**src/plldr_pkg.sv**
```systemverilog
// Constants shared by the loss-detect, retime and divider block
`default_nettype none
package plldr_pkg;
    // Register port
    localparam int ADDR_W = 8;
    localparam int DATA_W = 32;
    localparam logic [7:0] OFF_CTRL = 8'h00;
    localparam logic [7:0] OFF_STATUS = 8'h04;
    localparam logic [7:0] OFF_DATA = 8'h08;
    localparam logic [7:0] OFF_LOSS_CNT = 8'h0C;
    // Control register fields
    localparam int CTRL_CAPTURE_BIT = 0;
    localparam logic CTRL_CAPTURE_RST = 1'b0;
    // Status register fields
    localparam int ST_LOSS_BIT = 0;
    localparam int ST_HOLD_BIT = 1;
    localparam int ST_OVF_BIT = 2;
    localparam int ST_EMPTY_BIT = 3;
    localparam int ST_FULL_BIT = 4;
    // Loss detector
    localparam int LOSS_PERIODS = 256;
    localparam int LOSS_CNT_W = 9;
    localparam logic [LOSS_CNT_W-1:0] LOSS_LAST =
        LOSS_CNT_W'(LOSS_PERIODS - 1);
    // Retimed data capture
    localparam int WORD_W = 8;
    localparam int FIFO_DEPTH = 8;
    localparam logic [3:0] BIT_LAST = 4'(WORD_W - 1);
    // Divider: exponent 1..8, 0 builds the divided output disabled
    localparam int DIV_N_MAX = 8;
    localparam int DIV_CNT_W = 8;
    // Reset values of pin synchronisers, matching the pad pulls
    localparam logic DRIVE_EN_RST = 1'b1;
    localparam logic HOLDOVER_RST = 1'b0;
endpackage : plldr_pkg
`default_nettype wire

```
**src/plldr_top.sv**
```systemverilog
// Digital side of the oscillator PLL: comparator, loss, retime, divider
//
// Contract
// - Loss flag rises after 256 quiet feedback periods
// - Loss flag falls at once on transition
// - Holdover select forces internal fixed tuning
// - Loss closes amplifier feedback to unity gain
// - Comparator is latch plus XOR, duty tracks phase
// - Lock puts feedback rise mid data bit
// - Recovered clock falls mid retimed bit
// - Retimed data lags input 1.5 clocks
// - Divided output is oscillator over 2^n
// - Ratio fixed at build, disable variant allowed
// - Drive enable low tri-states four outputs
// - Holdover select defaults low via pull-down
//
// The address-and-strobe port and the register offsets were left to the implementer.
`default_nettype none
module plldr_top #(
    parameter int DIV_N = 4
) (
    // Clock and reset
    input wire logic clk_sys,
    input wire logic rst_b,
    // Register port
    input wire logic [7:0] reg_addr,
    input wire logic [31:0] reg_wdata,
    input wire logic reg_wr,
    input wire logic reg_rd,
    output logic [31:0] reg_rdata,
    // Pins in
    input wire logic data_input,
    input wire logic feedback_clock_input,
    input wire logic holdover_select,
    input wire logic output_drive_enable,
    // Pins out
    output logic signal_loss_flag,
    output logic phase_error_output,
    output logic oscillator_output,
    output logic divided_output,
    output logic recovered_clock,
    output logic retimed_data,
    output logic outputs_oe_b,
    // Analog controls
    output logic tune_internal_sel,
    output logic amp_unity_gain
);
    function automatic logic hit(input logic [7:0] addr,
                                 input logic [7:0] off);
        hit = (addr == off);
    endfunction : hit

    // Pin synchronisers
    logic data_s1_q;
    logic data_s2_q;
    logic data_prev_q;
    logic fb_s1_q;
    logic fb_s2_q;
    logic fb_prev_q;
    logic hold_s1_q;
    logic hold_s2_q;
    logic drv_s1_q;
    logic drv_s2_q;

    always_ff @(posedge clk_sys or negedge rst_b) begin
        if (!rst_b) begin
            data_s1_q <= 1'b0;
            data_s2_q <= 1'b0;
            data_prev_q <= 1'b0;
            fb_s1_q <= 1'b0;
            fb_s2_q <= 1'b0;
            fb_prev_q <= 1'b0;
        end else begin
            data_s1_q <= data_input;
            data_s2_q <= data_s1_q;
            data_prev_q <= data_s2_q;
            fb_s1_q <= feedback_clock_input;
            fb_s2_q <= fb_s1_q;
            fb_prev_q <= fb_s2_q;
        end
    end

    always_ff @(posedge clk_sys or negedge rst_b) begin
        if (!rst_b) begin
            hold_s1_q <= plldr_pkg::HOLDOVER_RST;
            hold_s2_q <= plldr_pkg::HOLDOVER_RST;
            drv_s1_q <= plldr_pkg::DRIVE_EN_RST;
            drv_s2_q <= plldr_pkg::DRIVE_EN_RST;
        end else begin
            hold_s1_q <= holdover_select;
            hold_s2_q <= hold_s1_q;
            drv_s1_q <= output_drive_enable;
            drv_s2_q <= drv_s1_q;
        end
    end

    logic fb_rise;
    logic data_edge;
    assign fb_rise = fb_s2_q && !fb_prev_q;
    assign data_edge = data_s2_q ^ data_prev_q;

    // Phase comparator: data latched on feedback rise, XOR with live data
    logic fb_latch_q;
    logic fb_latch_d;
    logic pho_q;
    assign fb_latch_d = fb_rise ? data_s2_q : fb_latch_q;

    always_ff @(posedge clk_sys or negedge rst_b) begin
        if (!rst_b) begin
            fb_latch_q <= 1'b0;
            pho_q <= 1'b0;
        end else begin
            fb_latch_q <= fb_latch_d;
            pho_q <= data_s2_q ^ fb_latch_d;
        end
    end

    // Loss of signal counter on feedback periods
    logic [plldr_pkg::LOSS_CNT_W-1:0] loss_cnt_q;
    logic loss_q;

    always_ff @(posedge clk_sys or negedge rst_b) begin
        if (!rst_b) begin
            loss_cnt_q <= '0;
            loss_q <= 1'b0;
        end else if (data_edge) begin
            loss_cnt_q <= '0;
            loss_q <= 1'b0;
        end else if (fb_rise && !loss_q) begin
            if (loss_cnt_q == plldr_pkg::LOSS_LAST) begin
                loss_q <= 1'b1;
            end
            loss_cnt_q <= loss_cnt_q + 1'b1;
        end
    end

    // Holdover and amplifier controls
    logic tune_int_q;
    logic unity_q;

    always_ff @(posedge clk_sys or negedge rst_b) begin
        if (!rst_b) begin
            tune_int_q <= 1'b0;
            unity_q <= 1'b0;
        end else begin
            tune_int_q <= hold_s2_q;
            unity_q <= loss_q;
        end
    end

    // Oscillator model: half the system clock, also the recovered clock
    logic osc_q;
    logic osc_rise;
    assign osc_rise = !osc_q;

    always_ff @(posedge clk_sys or negedge rst_b) begin
        if (!rst_b) begin
            osc_q <= 1'b0;
        end else begin
            osc_q <= !osc_q;
        end
    end

    // Retime: sample at one clock rise, present at the next
    logic stage_q;
    logic rdata_q;

    always_ff @(posedge clk_sys or negedge rst_b) begin
        if (!rst_b) begin
            stage_q <= 1'b0;
            rdata_q <= 1'b0;
        end else if (osc_rise) begin
            stage_q <= data_s2_q;
            rdata_q <= stage_q;
        end
    end

    // Divider, exponent fixed at build
    logic [plldr_pkg::DIV_CNT_W-1:0] div_cnt_q;
    logic div_q;
    localparam logic [7:0] DIV_HALF_LAST =
        (DIV_N >= 1 && DIV_N <= plldr_pkg::DIV_N_MAX) ?
        8'((1 << (DIV_N - 1)) - 1) : 8'h00;

    always_ff @(posedge clk_sys or negedge rst_b) begin
        if (!rst_b) begin
            div_cnt_q <= '0;
            div_q <= 1'b0;
        end else if (DIV_N >= 1 && DIV_N <= plldr_pkg::DIV_N_MAX) begin
            if (osc_rise) begin
                if (div_cnt_q == DIV_HALF_LAST) begin
                    div_cnt_q <= '0;
                    div_q <= !div_q;
                end else begin
                    div_cnt_q <= div_cnt_q + 1'b1;
                end
            end
        end
    end

    // Output enable, low while driving
    logic oe_b_q;

    always_ff @(posedge clk_sys or negedge rst_b) begin
        if (!rst_b) begin
            oe_b_q <= !plldr_pkg::DRIVE_EN_RST;
        end else begin
            oe_b_q <= !drv_s2_q;
        end
    end

    // Captured words of retimed data into the FIFO
    logic capture_q;
    logic [plldr_pkg::WORD_W-1:0] shift_q;
    logic [3:0] bit_cnt_q;
    logic word_valid_q;
    logic fifo_in_ready;
    logic fifo_out_valid;
    logic [plldr_pkg::WORD_W-1:0] fifo_out_data;
    logic pop;
    logic ovf_q;
    logic ovf_set;
    assign pop = reg_rd && hit(reg_addr, plldr_pkg::OFF_DATA) &&
        fifo_out_valid;
    // A finished word waiting for room stalls the shifter; each bit lost
    // while stalled flags overflow
    assign ovf_set = capture_q && osc_rise && word_valid_q && !fifo_in_ready;

    always_ff @(posedge clk_sys or negedge rst_b) begin
        if (!rst_b) begin
            shift_q <= '0;
            bit_cnt_q <= '0;
            word_valid_q <= 1'b0;
        end else begin
            if (word_valid_q && fifo_in_ready) begin
                word_valid_q <= 1'b0;
            end
            if (capture_q && osc_rise && !ovf_set) begin
                shift_q <= {shift_q[plldr_pkg::WORD_W-2:0], stage_q};
                if (bit_cnt_q == plldr_pkg::BIT_LAST) begin
                    bit_cnt_q <= '0;
                    word_valid_q <= 1'b1;
                end else begin
                    bit_cnt_q <= bit_cnt_q + 1'b1;
                end
            end
        end
    end

    plldr_fifo #(
        .WIDTH(plldr_pkg::WORD_W),
        .DEPTH(plldr_pkg::FIFO_DEPTH)
    ) u_fifo (
        .clk_sys(clk_sys),
        .rst_b(rst_b),
        .in_valid(word_valid_q),
        .in_ready(fifo_in_ready),
        .in_data(shift_q),
        .out_valid(fifo_out_valid),
        .out_ready(pop),
        .out_data(fifo_out_data)
    );

    // Register writes
    always_ff @(posedge clk_sys or negedge rst_b) begin
        if (!rst_b) begin
            capture_q <= plldr_pkg::CTRL_CAPTURE_RST;
        end else if (reg_wr && hit(reg_addr, plldr_pkg::OFF_CTRL)) begin
            capture_q <= reg_wdata[plldr_pkg::CTRL_CAPTURE_BIT];
        end
    end

    // Overflow is sticky; a new overflow wins over a clear
    always_ff @(posedge clk_sys or negedge rst_b) begin
        if (!rst_b) begin
            ovf_q <= 1'b0;
        end else if (ovf_set) begin
            ovf_q <= 1'b1;
        end else if (reg_wr && hit(reg_addr, plldr_pkg::OFF_STATUS) &&
                     reg_wdata[plldr_pkg::ST_OVF_BIT]) begin
            ovf_q <= 1'b0;
        end
    end

    // Register reads, data one cycle after the strobe
    logic [31:0] rd_d;
    logic [31:0] rdata_bus_q;

    always_comb begin
        rd_d = 32'h0000_0000;
        if (hit(reg_addr, plldr_pkg::OFF_CTRL)) begin
            rd_d[plldr_pkg::CTRL_CAPTURE_BIT] = capture_q;
        end else if (hit(reg_addr, plldr_pkg::OFF_STATUS)) begin
            rd_d[plldr_pkg::ST_LOSS_BIT] = loss_q;
            rd_d[plldr_pkg::ST_HOLD_BIT] = tune_int_q;
            rd_d[plldr_pkg::ST_OVF_BIT] = ovf_q;
            rd_d[plldr_pkg::ST_EMPTY_BIT] = !fifo_out_valid;
            rd_d[plldr_pkg::ST_FULL_BIT] = !fifo_in_ready;
        end else if (hit(reg_addr, plldr_pkg::OFF_DATA)) begin
            rd_d[plldr_pkg::WORD_W-1:0] = fifo_out_valid ?
                fifo_out_data : '0;
        end else if (hit(reg_addr, plldr_pkg::OFF_LOSS_CNT)) begin
            rd_d[plldr_pkg::LOSS_CNT_W-1:0] = loss_cnt_q;
        end
    end

    always_ff @(posedge clk_sys or negedge rst_b) begin
        if (!rst_b) begin
            rdata_bus_q <= 32'h0000_0000;
        end else if (reg_rd) begin
            rdata_bus_q <= rd_d;
        end else begin
            rdata_bus_q <= 32'h0000_0000;
        end
    end

    assign reg_rdata = rdata_bus_q;
    assign signal_loss_flag = loss_q;
    assign phase_error_output = pho_q;
    assign oscillator_output = osc_q;
    assign divided_output = div_q;
    assign recovered_clock = osc_q;
    assign retimed_data = rdata_q;
    assign outputs_oe_b = oe_b_q;
    assign tune_internal_sel = tune_int_q;
    assign amp_unity_gain = unity_q;
endmodule : plldr_top
`default_nettype wire

```
**src/plldr_fifo.sv**
```systemverilog
// Flip-flop FIFO with valid/ready on both sides
`default_nettype none
module plldr_fifo #(
    parameter int WIDTH = 8,
    parameter int DEPTH = 8
) (
    // Clock and reset
    input wire logic clk_sys,
    input wire logic rst_b,
    // Fill side
    input wire logic in_valid,
    output logic in_ready,
    input wire logic [WIDTH-1:0] in_data,
    // Drain side
    output logic out_valid,
    input wire logic out_ready,
    output logic [WIDTH-1:0] out_data
);
    localparam int PTR_W = $clog2(DEPTH);
    localparam logic [PTR_W:0] DEPTH_C = (PTR_W + 1)'(DEPTH);
    localparam logic [PTR_W-1:0] PTR_LAST = PTR_W'(DEPTH - 1);

    logic [WIDTH-1:0] mem_q [DEPTH];
    logic [PTR_W-1:0] wr_ptr_q;
    logic [PTR_W-1:0] rd_ptr_q;
    logic [PTR_W:0] count_q;
    logic push;
    logic pop;

    assign in_ready = (count_q != DEPTH_C);
    assign out_valid = (count_q != '0);
    assign out_data = mem_q[rd_ptr_q];
    assign push = in_valid && in_ready;
    assign pop = out_valid && out_ready;

    always_ff @(posedge clk_sys) begin
        if (push) begin
            mem_q[wr_ptr_q] <= in_data;
        end
    end

    always_ff @(posedge clk_sys or negedge rst_b) begin
        if (!rst_b) begin
            wr_ptr_q <= '0;
            rd_ptr_q <= '0;
        end else begin
            if (push) begin
                wr_ptr_q <= (wr_ptr_q == PTR_LAST) ? '0 : wr_ptr_q + 1'b1;
            end
            if (pop) begin
                rd_ptr_q <= (rd_ptr_q == PTR_LAST) ? '0 : rd_ptr_q + 1'b1;
            end
        end
    end

    always_ff @(posedge clk_sys or negedge rst_b) begin
        if (!rst_b) begin
            count_q <= '0;
        end else if (push && !pop) begin
            count_q <= count_q + 1'b1;
        end else if (pop && !push) begin
            count_q <= count_q - 1'b1;
        end
    end
endmodule : plldr_fifo
`default_nettype wire

```
**config.mk**
```make
export PLATFORM = sky130hd
export DESIGN_NAME = plldr_top
export DESIGN_NICKNAME = d
export VERILOG_FILES = /design/src/plldr_pkg.sv /design/src/plldr_top.sv /design/src/plldr_fifo.sv
export SDC_FILE = /design/constraint.sdc
export NUM_CORES = 1
export LEC_CHECK = 0
export ABC_AREA = 1
export BUFFER_PORTS_ARGS = -buffer_cell sky130_fd_sc_hd__buf_2
export CORE_ASPECT_RATIO = 1.75
export CORE_MARGIN = 1.5
export CORE_UTILIZATION = 57
export CTS_CLUSTER_SIZE = 16
export DETAILED_ROUTE_END_ITERATION = 16
export PLACE_DENSITY = 0.9
export REMOVE_ABC_BUFFERS = 1
export SYNTH_ARGS = -nofsm -noshare
export SYNTH_HDL_FRONTEND = slang
export SYNTH_SLANG_ARGS = --single-unit
```
**constraint.sdc**
```tcl
create_clock -name clk_sys -period 2.66 [get_ports clk_sys]
set_input_delay 0.266 -clock clk_sys [delete_from_list [all_inputs] [get_ports clk_sys]]
set_output_delay 0.266 -clock clk_sys [all_outputs]
set_load 0.05 [all_outputs]
```
Yosys cells after proc, flatten, opt, wreduce, memory -nomap -nowiden
Memory sizes are Yosys's and may differ from the RTL's.
Cells that the tools add are included.
{ "word_totals": {"reg_bits": 94, "ram_bits": 64, "inputBits": 48, "out_inout_bits": 41, "elab_cells": 112, "memories": 1} }
{ "op_classes": {"n_addsub": 7, "n_eq_ne": 9, "mux": 28, "n_bitwise": 3, "n_reduce_logical": 33} }
{ "mem_list": {"columns": ["memory", "words", "width", "read_ports", "rd_ports_with_merged_regs", "wr", "line_no", "rtl"], "rows": [
  ["u_fifo.mem_q", 8, 8, 1, 0, 1, "plldr_fifo.sv:23", "logic [WIDTH-1:0] mem_q [DEPTH];"]
]} }
{ "ops": {"columns": ["operator", "count"], "rows": [
  ["9-bit two-way mux", 4],
  ["8-bit two-way mux", 4],
  ["8-bit by 3-bit equality test with 1-bit output (second input constant)", 2],
  ["8-bit by 4-bit equality test with 1-bit output (second input constant)", 2],
  ["4-bit two-way mux", 4],
  ["1-bit logical AND", 15],
  ["1-bit two-way mux", 13],
  ["1-bit zero test", 10],
  ["9-bit by 1-bit adder with 9-bit output (second input constant)", 1],
  ["9-bit by 8-bit equality test with 1-bit output (second input constant)", 1],
  ["4-bit by 1-bit adder with 4-bit output (second input constant)", 2],
  ["8-bit by 1-bit adder with 8-bit output (second input constant)", 1],
  ["8-bit zero test", 1],
  ["2-bit nonzero test", 4],
  ["3-bit by 1-bit adder with 3-bit output (second input constant)", 2],
  ["3-bit equality test (second input constant)", 2],
  ["3-bit two-way mux", 2],
  ["5-bit two-way mux", 1],
  ["4-bit by 3-bit equality test with 1-bit output (second input constant)", 1],
  ["4-bit != test (second input constant)", 1],
  ["2-bit AND reduction", 2],
  ["4-bit nonzero test", 1],
  ["4-bit by 1-bit subtractor with 4-bit output (second input constant)", 1],
  ["1-bit XOR", 2],
  ["1-bit inverter", 1]
]} }

Logic depth before layout (Yosys ltp)
Gate-level depths: netlist (run 1).
{ "logic_depth": {"depth_word": 7, "depth_mapped": 17, "ltp_nobuf": 17} }

Cells and area by module
Synthesis (run 1) repeated with hierarchy kept, for this count alone.
{ "hier_totals": {"hier_cells": 703, "area_unflattened_um2": 6423.7} }
{ "by_module_without_submodules": {"columns": ["mod", "instances", "cells_each", "area_each_um2", "seq_area_each_um2"], "rows": [
  ["plldr_fifo", 1, 360, 3405.8, 2172.1],
  ["plldr_top", 1, 343, 3017.9, 1529.0]
]} }

Worst setup path before layout (run 1)
Ideal clock, no wire load.
{ "synth_path": {"path_type": "register to register", "start": "register u_fifo.count_q[0]", "end": "register u_fifo.count_q[3]", "setup_time_ps": 126, "t_arrival_ps": 1944, "t_required_ps": 2534, "setup_slack_ps": 589, "path_stages_with_launch": 17, "path_buffers": 0, "synth_period_minus_slack_ps": 2071, "path_cell_list": "dfrtp_1 -> nor2_2 -> nand3_2 -> inv_2 -> nor2_8 -> nand2_4 -> ha_1 -> inv_1 -> ha_1 -> nand2_1 -> inv_1 -> o21ai_0 -> nand2_1 -> nand2_1 -> nand2_1 -> nand2_1 -> o21ai_0"} }
{ "synth_via": {"elab_chain_cells": 6, "elab_cells_between_ends": 14, "cone_classes": "2 x add/sub; 1 x eq/ne; 2 x mux; 9 x reduce/logical"} }
{ "synth_lines": {"columns": ["element", "line_no", "rtl"], "rows": [
  ["from (decl)", "plldr_fifo.sv:26", "logic [PTR_W:0] count_q;"],
  ["from (signal assigned)", "plldr_fifo.sv:60", "count_q <= count_q + 1'b1;"],
  ["from (signal assigned)", "plldr_fifo.sv:62", "count_q <= count_q - 1'b1;"],
  ["branches (longest 6 deep; another with 4-bit by 1-bit subtractor with 4-bit output)", null, null]
]} }
Several ways; the timed one is not identified. The select of a mux whose other input is x is not followed.
A chain may end at the register's enable or synchronous reset.

Worst setup path in the final report (run 1)
Same ends and word-level chain as after synthesis.

==> reports/metrics.csv, run 1 <==
metric;value;unit
placed cell area;6470;um^2
overall global routing resource usage;25.5;%
clk sink count;135;
final worst-path cycle share;95.4;%
worst path arrival time;2.83;ns
Die X;82.2;um
#FFs+latches synth;135;
global-route wire length before repair;21700;um
Synth Cell Area;6260;um^2
Final Cell Area;7100;um^2
setup ws final;0.123;ns
Crit. End Element;flip-flop;
# Post-CTS Setup Buffers;0;
Final Setup Violations;0;
Vert. Die Dim;142;um
worst hold slack;0.126;ns
LEAKAGE;3.44;nW
NumNets Final;763;
Req. time, crit path;2.96;ns
FMAX;0.394;GHz
area grow syn2layout;13.5;%
main combinational cell family by area after synthesis;simple AND/OR/NAND/NOR gates;
startpoint types;flip-flop;
Max IR drop VDD;532;uV
Hold Crit Class;input pin to flip-flop;
reg2reg path depth;16;
IO Pins;89;
WHS Path Cells;3;
Sw Pwr;0.00164;W
Yosys cell types;40;
post-synthesis compound-gate area fraction;4.86;%
antenna violations before repair;0;
Clk pin slew, worst setup/hold paths;0.06;ns
commonest non-fill, non-tap cell in the layout;nand2_1;
Post-DRT Antenna Nets;0;
most frequent cells in the layout;nand2_1 (153), inv_1 (98), nand3_1 (70), dfrtp_1 (69), edfxtp_1 (64);
Core ar.;10700;um^2
DIE AREA;11600;um^2
row cnt;50;
CTS tree;built;
sequential element share of the synthesized area;59.1;%
grt ovf;0;
adder-cell area share of the yosys netlist;2.52;%
Min Clock Period, post-route;2.54;ns
number of port buffers;35;
Final Wtd Congestion;0.824;
status;finished clean;
Worst Max-Slew Pin Slew;0.515;ns
syn_area_per_cell;9.64;um^2
Starting Density;58.5;%
Worst Skew;0.00819;ns
post-synthesis xor/xnor area fraction;1.40;%
final hold vios;0;
Flop pwr share;45.2;%
Crit Path Max Fanout;8;
Crit Path Class;flip-flop to flip-flop;
relative slew slack;65.7;%
n_diodes;0;
largest net degree at the start of global routing;72;
portion of netlist area occupied by mux cells;0;%
max-slew violations;0;
Mapped Cells;649;
DP Wirelength;8900;um
Clk Tree Root Cell;clkbuf_16;
clock group share of total power;39.7;%
H-tree Lvls;4;
DR WL/cell;16.3;um
P_int;0.00404;W
share of cells above drive strength 1;15.1;%
PwrDens;800;nW/um^2
DR vias;4649;
YS warnings;0;
1st-iter DRT viols;544;
combinational share of power;15.1;%
Longest Clk Path Bufs;2;
Fill cells;720;
routed vias/inst;5.50;
clock latency at the later pin of the worst-skew pair;0.42;ns
router iterations before antenna repair;8;
Synth Area in Simple Gates;20.6;%
DRC viols;0;
Net Sw Frac;28.8;%
Placement Setup Slack;0.118;ns
Max-cap violations;0;
cts bufs inserted;17;
total power;0.00568;W
Routed WL;13800;um
vias in the first global route;4636;
==> flip-flops by register name, summed over array words and instances, names as in the netlist, 3 cells and up <==
signal / count
div_cnt_q: 8
bit_cnt_q: 4
u_fifo.rd_ptr_q: 3
u_fifo.mem_q: 64
reg_rdata: 9
shift_q: 8
u_fifo.wr_ptr_q: 3
loss_cnt_q: 9
u_fifo.count_q: 4
==> power groups by stage <==
stage | logic (W) | clock network, W | registers [W]
floorplan | 0.000551 | 0 | 0.00257
global placement | 0.000723 | 0 | 0.00257
detailed placement | 0.000791 | 0 | 0.00259
CTS | 0.000833 | 0.00226 | 0.00256
global route | 0.000951 | 0.00234 | 0.00258
finish | 0.000860 | 0.00225 | 0.00257
==> per-layer routing <==
| layer | vias up | part of all wire [%] | GRT usage, % |
|---|---|---|---|
| met3 | 61 | 5.8 | 5.79 |
| met4 | 0 | 5.0 | 16.6 |
| li1 | 2141 | - | - |
| met2 | 228 | 55 | 46.0 |
| met5 | - | 0 | 0 |
| met1 | 2219 | 34 | 24.8 |
==> synthesized netlist by cell type (all sizes together) <==
master / n / area share, %
o22ai: 1 / 0.10
nand3: 71 / 5.8
xor2: 6 / 0.84
nor2: 44 / 3.2
buf: 39 / 4.9
o211ai: 2 / 0.24
nor3b: 1 / 0.12
nor3: 5 / 0.56
a21o: 1 / 0.12
nand2: 160 / 10
inv: 106 / 6.4
o31ai: 1 / 0.12
nand3b: 2 / 0.24
edfxtp: 64 / 31
conb: 1 / 0.060
fa: 1 / 0.32
dfrtp: 69 / 28
o21ai: 35 / 2.9
a21boi: 1 / 0.12
a21oi: 14 / 1.1
clkinv: 1 / 0.080
nand4: 5 / 0.50
xnor2: 4 / 0.56
o21a: 1 / 0.12
dfstp: 2 / 0.84
and3: 1 / 0.10
ha: 11 / 2.2
==> cell families after synthesis <==
group | Yosys count
simple gates | 289
buf+inv | 146
flops | 135
compound gates | 56
fa+ha+maj | 12
xor+xnor | 10
other cells | 1
==> worst max-delay path, stage by stage, from the launching register on <==
cell	delay [ns]
dfrtp_1	0.46
nor2_2	0.21
nand3_2	0.19
inv_2	0.16
nor2_8	0.08
nand2_4	0.09
ha_1	0.19
inv_1	0.10
ha_1	0.30
nand2_1	0.07
inv_1	0.07
o21ai_2	0.16
nand2_1	0.07
nand2_1	0.06
nand2_1	0.05
nand2_1	0.05
o21ai_0	0.08
==> cell type report <==
class,count,area [um^2],share of cell area [%]
clock buffer,20,478,6.73
multi-input combinational,390,1930,27.2
timing repair buffer,52,328,4.62
inverter,107,405,5.71
clock inverter,12,97.6,1.37
tap,130,163,2.29
sequential,135,3700,52.1
==> repair_timing <==
action / 4_1_cts / 5_1_grt
gates resized for setup: 0 / 2
setup endpoints to repair: 0 / 1
hold buffers: 5 / 0
hold endpoints to repair: 73 / 0
==> final timing paths <==
path | startpoint | end | slack, ns
worst max-delay path | u_fifo.count_q[0]$_DFFE_PN0P_ | u_fifo.count_q[3]$_DFFE_PN0P_ | 0.12
worst min register to register | hold_s2_q$_DFF_PN0_ | tune_internal_sel$_DFF_PN0_ | 0.35
worst min-delay path | reg_wdata[0] | capture_q$_DFFE_PN0P_ | 0.13
max in group asynchronous | rst_b | drv_s1_q$_DFF_PN1_ | 1.92
worst max register to register | u_fifo.count_q[0]$_DFFE_PN0P_ | u_fifo.count_q[3]$_DFFE_PN0P_ | 0.12
min in group asynchronous | rst_b | outputs_oe_b$_DFF_PN0_ | 0.41
==> through the flow <==
stage / TNS [ns] / util [%] / cells
6_report: 0 / 66.4 / 846
5_1_grt: -0.00112 / 66.4 / 846
4_1_cts: 0 / 66.4 / 846
3_5_place_dp: 0 / 60.5 / 809
3_3_place_gp: 0 / 60.5 / 809
2_1_floorplan: 0 / - / 632
Note: power is estimated with default switching activity, not from simulation.
==> run 2, diff against run 1 <==
MAX_ROUTING_LAYER = met4   (was default)
PLACE_DENSITY = 0.83   (was 0.9)
==> run 2 against run 1 <==
  * Core utilization up 0.11 points
  * Hold slack worse by 0.0082 ns
  * Flip-flop and latch count unchanged
  * Via count down 1.6%
  * Critical path depth unchanged
  * Combinational power down 2.6%
  * Total power down 0.39%
  * Global-route usage down 0.30 points
  * Sequential share of layout area down 0.082 points
  * Die area unchanged
  * Clock skew up 0.0026 ns
  * Sequential power about the same
  * Critical endpoint unchanged
  * Largest cell class unchanged
  * Largest power group unchanged
==> reports/metrics.csv, run 2 (synthesis results as in run 1) <==
metric;value;unit;change
Core ar.;10700;um^2;unchanged
stages on the worst setup path;16;;unchanged
router iterations before antenna repair;6;;-2
1st-iter DRT viols;491;;-9.7%
Sw Pwr;0.00158;W;-3.2%
Starting Density;58.5;%;unchanged
Final Cell Area;7110;um^2;+0.16%
overall global routing resource usage;25.2;%;-0.30 points
clock latency at the later pin of the worst-skew pair;0.41;ns;about the same
DIE AREA;11600;um^2;unchanged
max-slew violations;0;;unchanged
cts bufs inserted;17;;unchanged
routing usage on met1;26.0;%;+1.2 points
Max IR drop VDD;539;uV;+1.3%
P_int;0.00407;W;+0.73%
Fin Setup TNS;0;ns;unchanged
antenna violations before repair;0;;unchanged
final worst-path cycle share;91.1;%;-4.3 points
Critical Path End;u_fifo.count_q[3]$_DFFE_PN0P_;;
H-tree Lvls;4;;unchanged
number of flip-flops in the largest register;64;;unchanged
share of cells above drive strength 1;14.7;%;-0.40 points
Worst Setup SP;u_fifo.count_q[3]$_DFFE_PN0P_;;
Clk pin slew, worst setup/hold paths;0.06;ns;about the same
Die X;82.2;um;unchanged
Clk Tree Root Cell;clkbuf_16;;
Final Util;66.5;%;+0.11 points
Flop pwr share;45.3;%;about the same
M3 GR Usage;5.21;%;-0.58 points
placed cell area;6460;um^2;-0.12%
reg2reg start;u_fifo.count_q[3]$_DFFE_PN0P_;;
relative slew slack;43.6;%;-22 points
routed vias/inst;5.41;;-1.5%
area grow syn2layout;13.7;%;
Fill cells;741;;+2.9%
global-route wire length before repair;21000;um;-3.2%
Min Clock Period, post-route;2.42;ns;-0.114 ns
Top reg by flops;u_fifo.mem_q;;
LEAKAGE;3.44;nW;about the same
Final Wtd Congestion;0.853;;+3.5%
row cnt;50;;unchanged
DP Wirelength;9000;um;+1.0%
placed cell count;808;;-0.12%
final hold vios;0;;unchanged
combinational share of power;14.8;%;-0.3 points
CP cell instances;inv_1, nand3_4, inv_2, nor2_8, nand2_4, ha_1, inv_1, ha_1, nand2_1, inv_1, o21ai_0, nand2_1, nand2_1, nand2_1, nand2_1, o21ai_0;;
Final Setup Violations;0;;unchanged
CP bufs+invs;4;;+1
DRC viols;0;;unchanged
Worst Skew;0.0108;ns;+0.00263 ns
CTS tree;built;;
Hold Crit Class;input pin to flip-flop;;
grt ovf;0;;unchanged
largest net degree at the start of global routing;38;;-47%
number of port buffers;35;;unchanged
DR WL/cell;15.5;um;-5.3%
WHS Path Cells;3;;unchanged
crit-path max cell delay;0.43;ns;-0.03 ns
DR vias;4575;;-1.6%
most frequent cells in the layout;nand2_1 (153), inv_1 (98), nand3_1 (70), dfrtp_1 (69), edfxtp_1 (64);;
reg2reg path depth;16;;unchanged
Longest Clk Path Bufs;2;;unchanged
busiest grt layer;met2;;
Crit. End Element;flip-flop;;
# Post-CTS Setup Buffers;0;;unchanged
IO Pins;89;;unchanged
Max-cap violations;0;;unchanged
met2 usage in global routing;43.7;%;-2.2 points
Worst R2R Setup Slack;0.24;ns;+0.11 ns
startpoint types;flip-flop;;
Net Sw Frac;28.0;%;-0.80 points
status;finished clean;;
Worst Max-Slew Pin Slew;0.844;ns;+0.328 ns
NumNets Final;762;;-0.13%
n_diodes;0;;unchanged
R2R Path End;u_fifo.count_q[3]$_DFFE_PN0P_;;
FMAX;0.413;GHz;+4.7%
clk sink count;135;;unchanged
vias in the first global route;4410;;-4.9%
Routed WL;13100;um;-5.4%
Crit Path Max Fanout;8;;unchanged
PwrDens;795;nW/um^2;-0.55%
Crit Path Class;flip-flop to flip-flop;;
delay-heaviest family, CP;simple AND/OR/NAND/NOR gates;;
cell mode on critical path;nand2_1;;
worst hold slack;0.118;ns;-0.00820 ns
Req. time, crit path;2.96;ns;about the same
commonest non-fill, non-tap cell in the layout;nand2_1;;
clock group share of total power;39.9;%;+0.2 points
Post-DRT Antenna Nets;0;;unchanged
Slowest-stage cell, CP;dfrtp_1;;
fin cells;845;;-0.12%
Vert. Die Dim;142;um;unchanged
worst path arrival time;2.72;ns;-0.11 ns
==> run 2: changes by cell type in the layout (fill, tap and decap cells not counted), sizes merged <==
cell	delta
buf	-1
inv	+1
clkbuf	+2
clkinvlp	-1
clkinv	-2
==> run 2: worst min path at each step <==
stage                              from                     endpoint
floorplan                         rst_b     amp_unity_gain$_DFF_PN0_
global placement    hold_s1_q$_DFF_PN0_          hold_s2_q$_DFF_PN0_
detailed placement  hold_s2_q$_DFF_PN0_  tune_internal_sel$_DFF_PN0_
CTS                        reg_wdata[0]        capture_q$_DFFE_PN0P_
global route               reg_wdata[0]        capture_q$_DFFE_PN0P_
finish                     reg_wdata[0]        capture_q$_DFFE_PN0P_
==> run 2: area by class of cell <==
class | instances | area [um^2] | area share, %
sequential | 135 | 3700 | 52.0
multi-input combinational | 390 | 1940 | 27.2
clock buffer | 22 | 495 | 6.97
inverter | 107 | 405 | 5.70
timing repair buffer | 51 | 320 | 4.50
tap | 130 | 163 | 2.29
clock inverter | 10 | 90.1 | 1.27
==> run 2: power by group through the flow <==
stage	combinational, W	sequential, W	clock, W
after global placement	0.000743	0.00257	0
after CTS	0.000817	0.00255	0.00227
after detailed placement	0.000794	0.00259	0
after global routing	0.000936	0.00258	0.00237
after floorplan	0.000551	0.00257	0
final	0.000838	0.00256	0.00226
==> run 2: timing repair <==
action	in CTS	in global routing
hold buffers	5	0
resized for setup	0	2
endpoints found under the setup margin	0	1
hold endpoints to repair	37	0
==> run 2: per-stage QoR <==
stage	total power, W	setup WS [ns]
floorplan	0.00312	0.589
global placement	0.00331	0.317
detailed placement	0.00339	0.193
CTS	0.00564	0.152
global route	0.00589	-0.000324
finish	0.00566	0.236
==> run 2: layer usage <==
layer,share of wire (%),wire [um]
met1,35,4570
met2,56,7270
met3,5.2,682
met4,4.2,552
met5,0,0
==> run 2: worst reg2reg max path: cells and delay by family (launching register included) <==
family,cells,cell delay (ns)
compound gates,2,0.29
fa+ha+maj,2,0.48
simple gates,8,0.75
buf+inv,4,0.37
flops,1,0.43
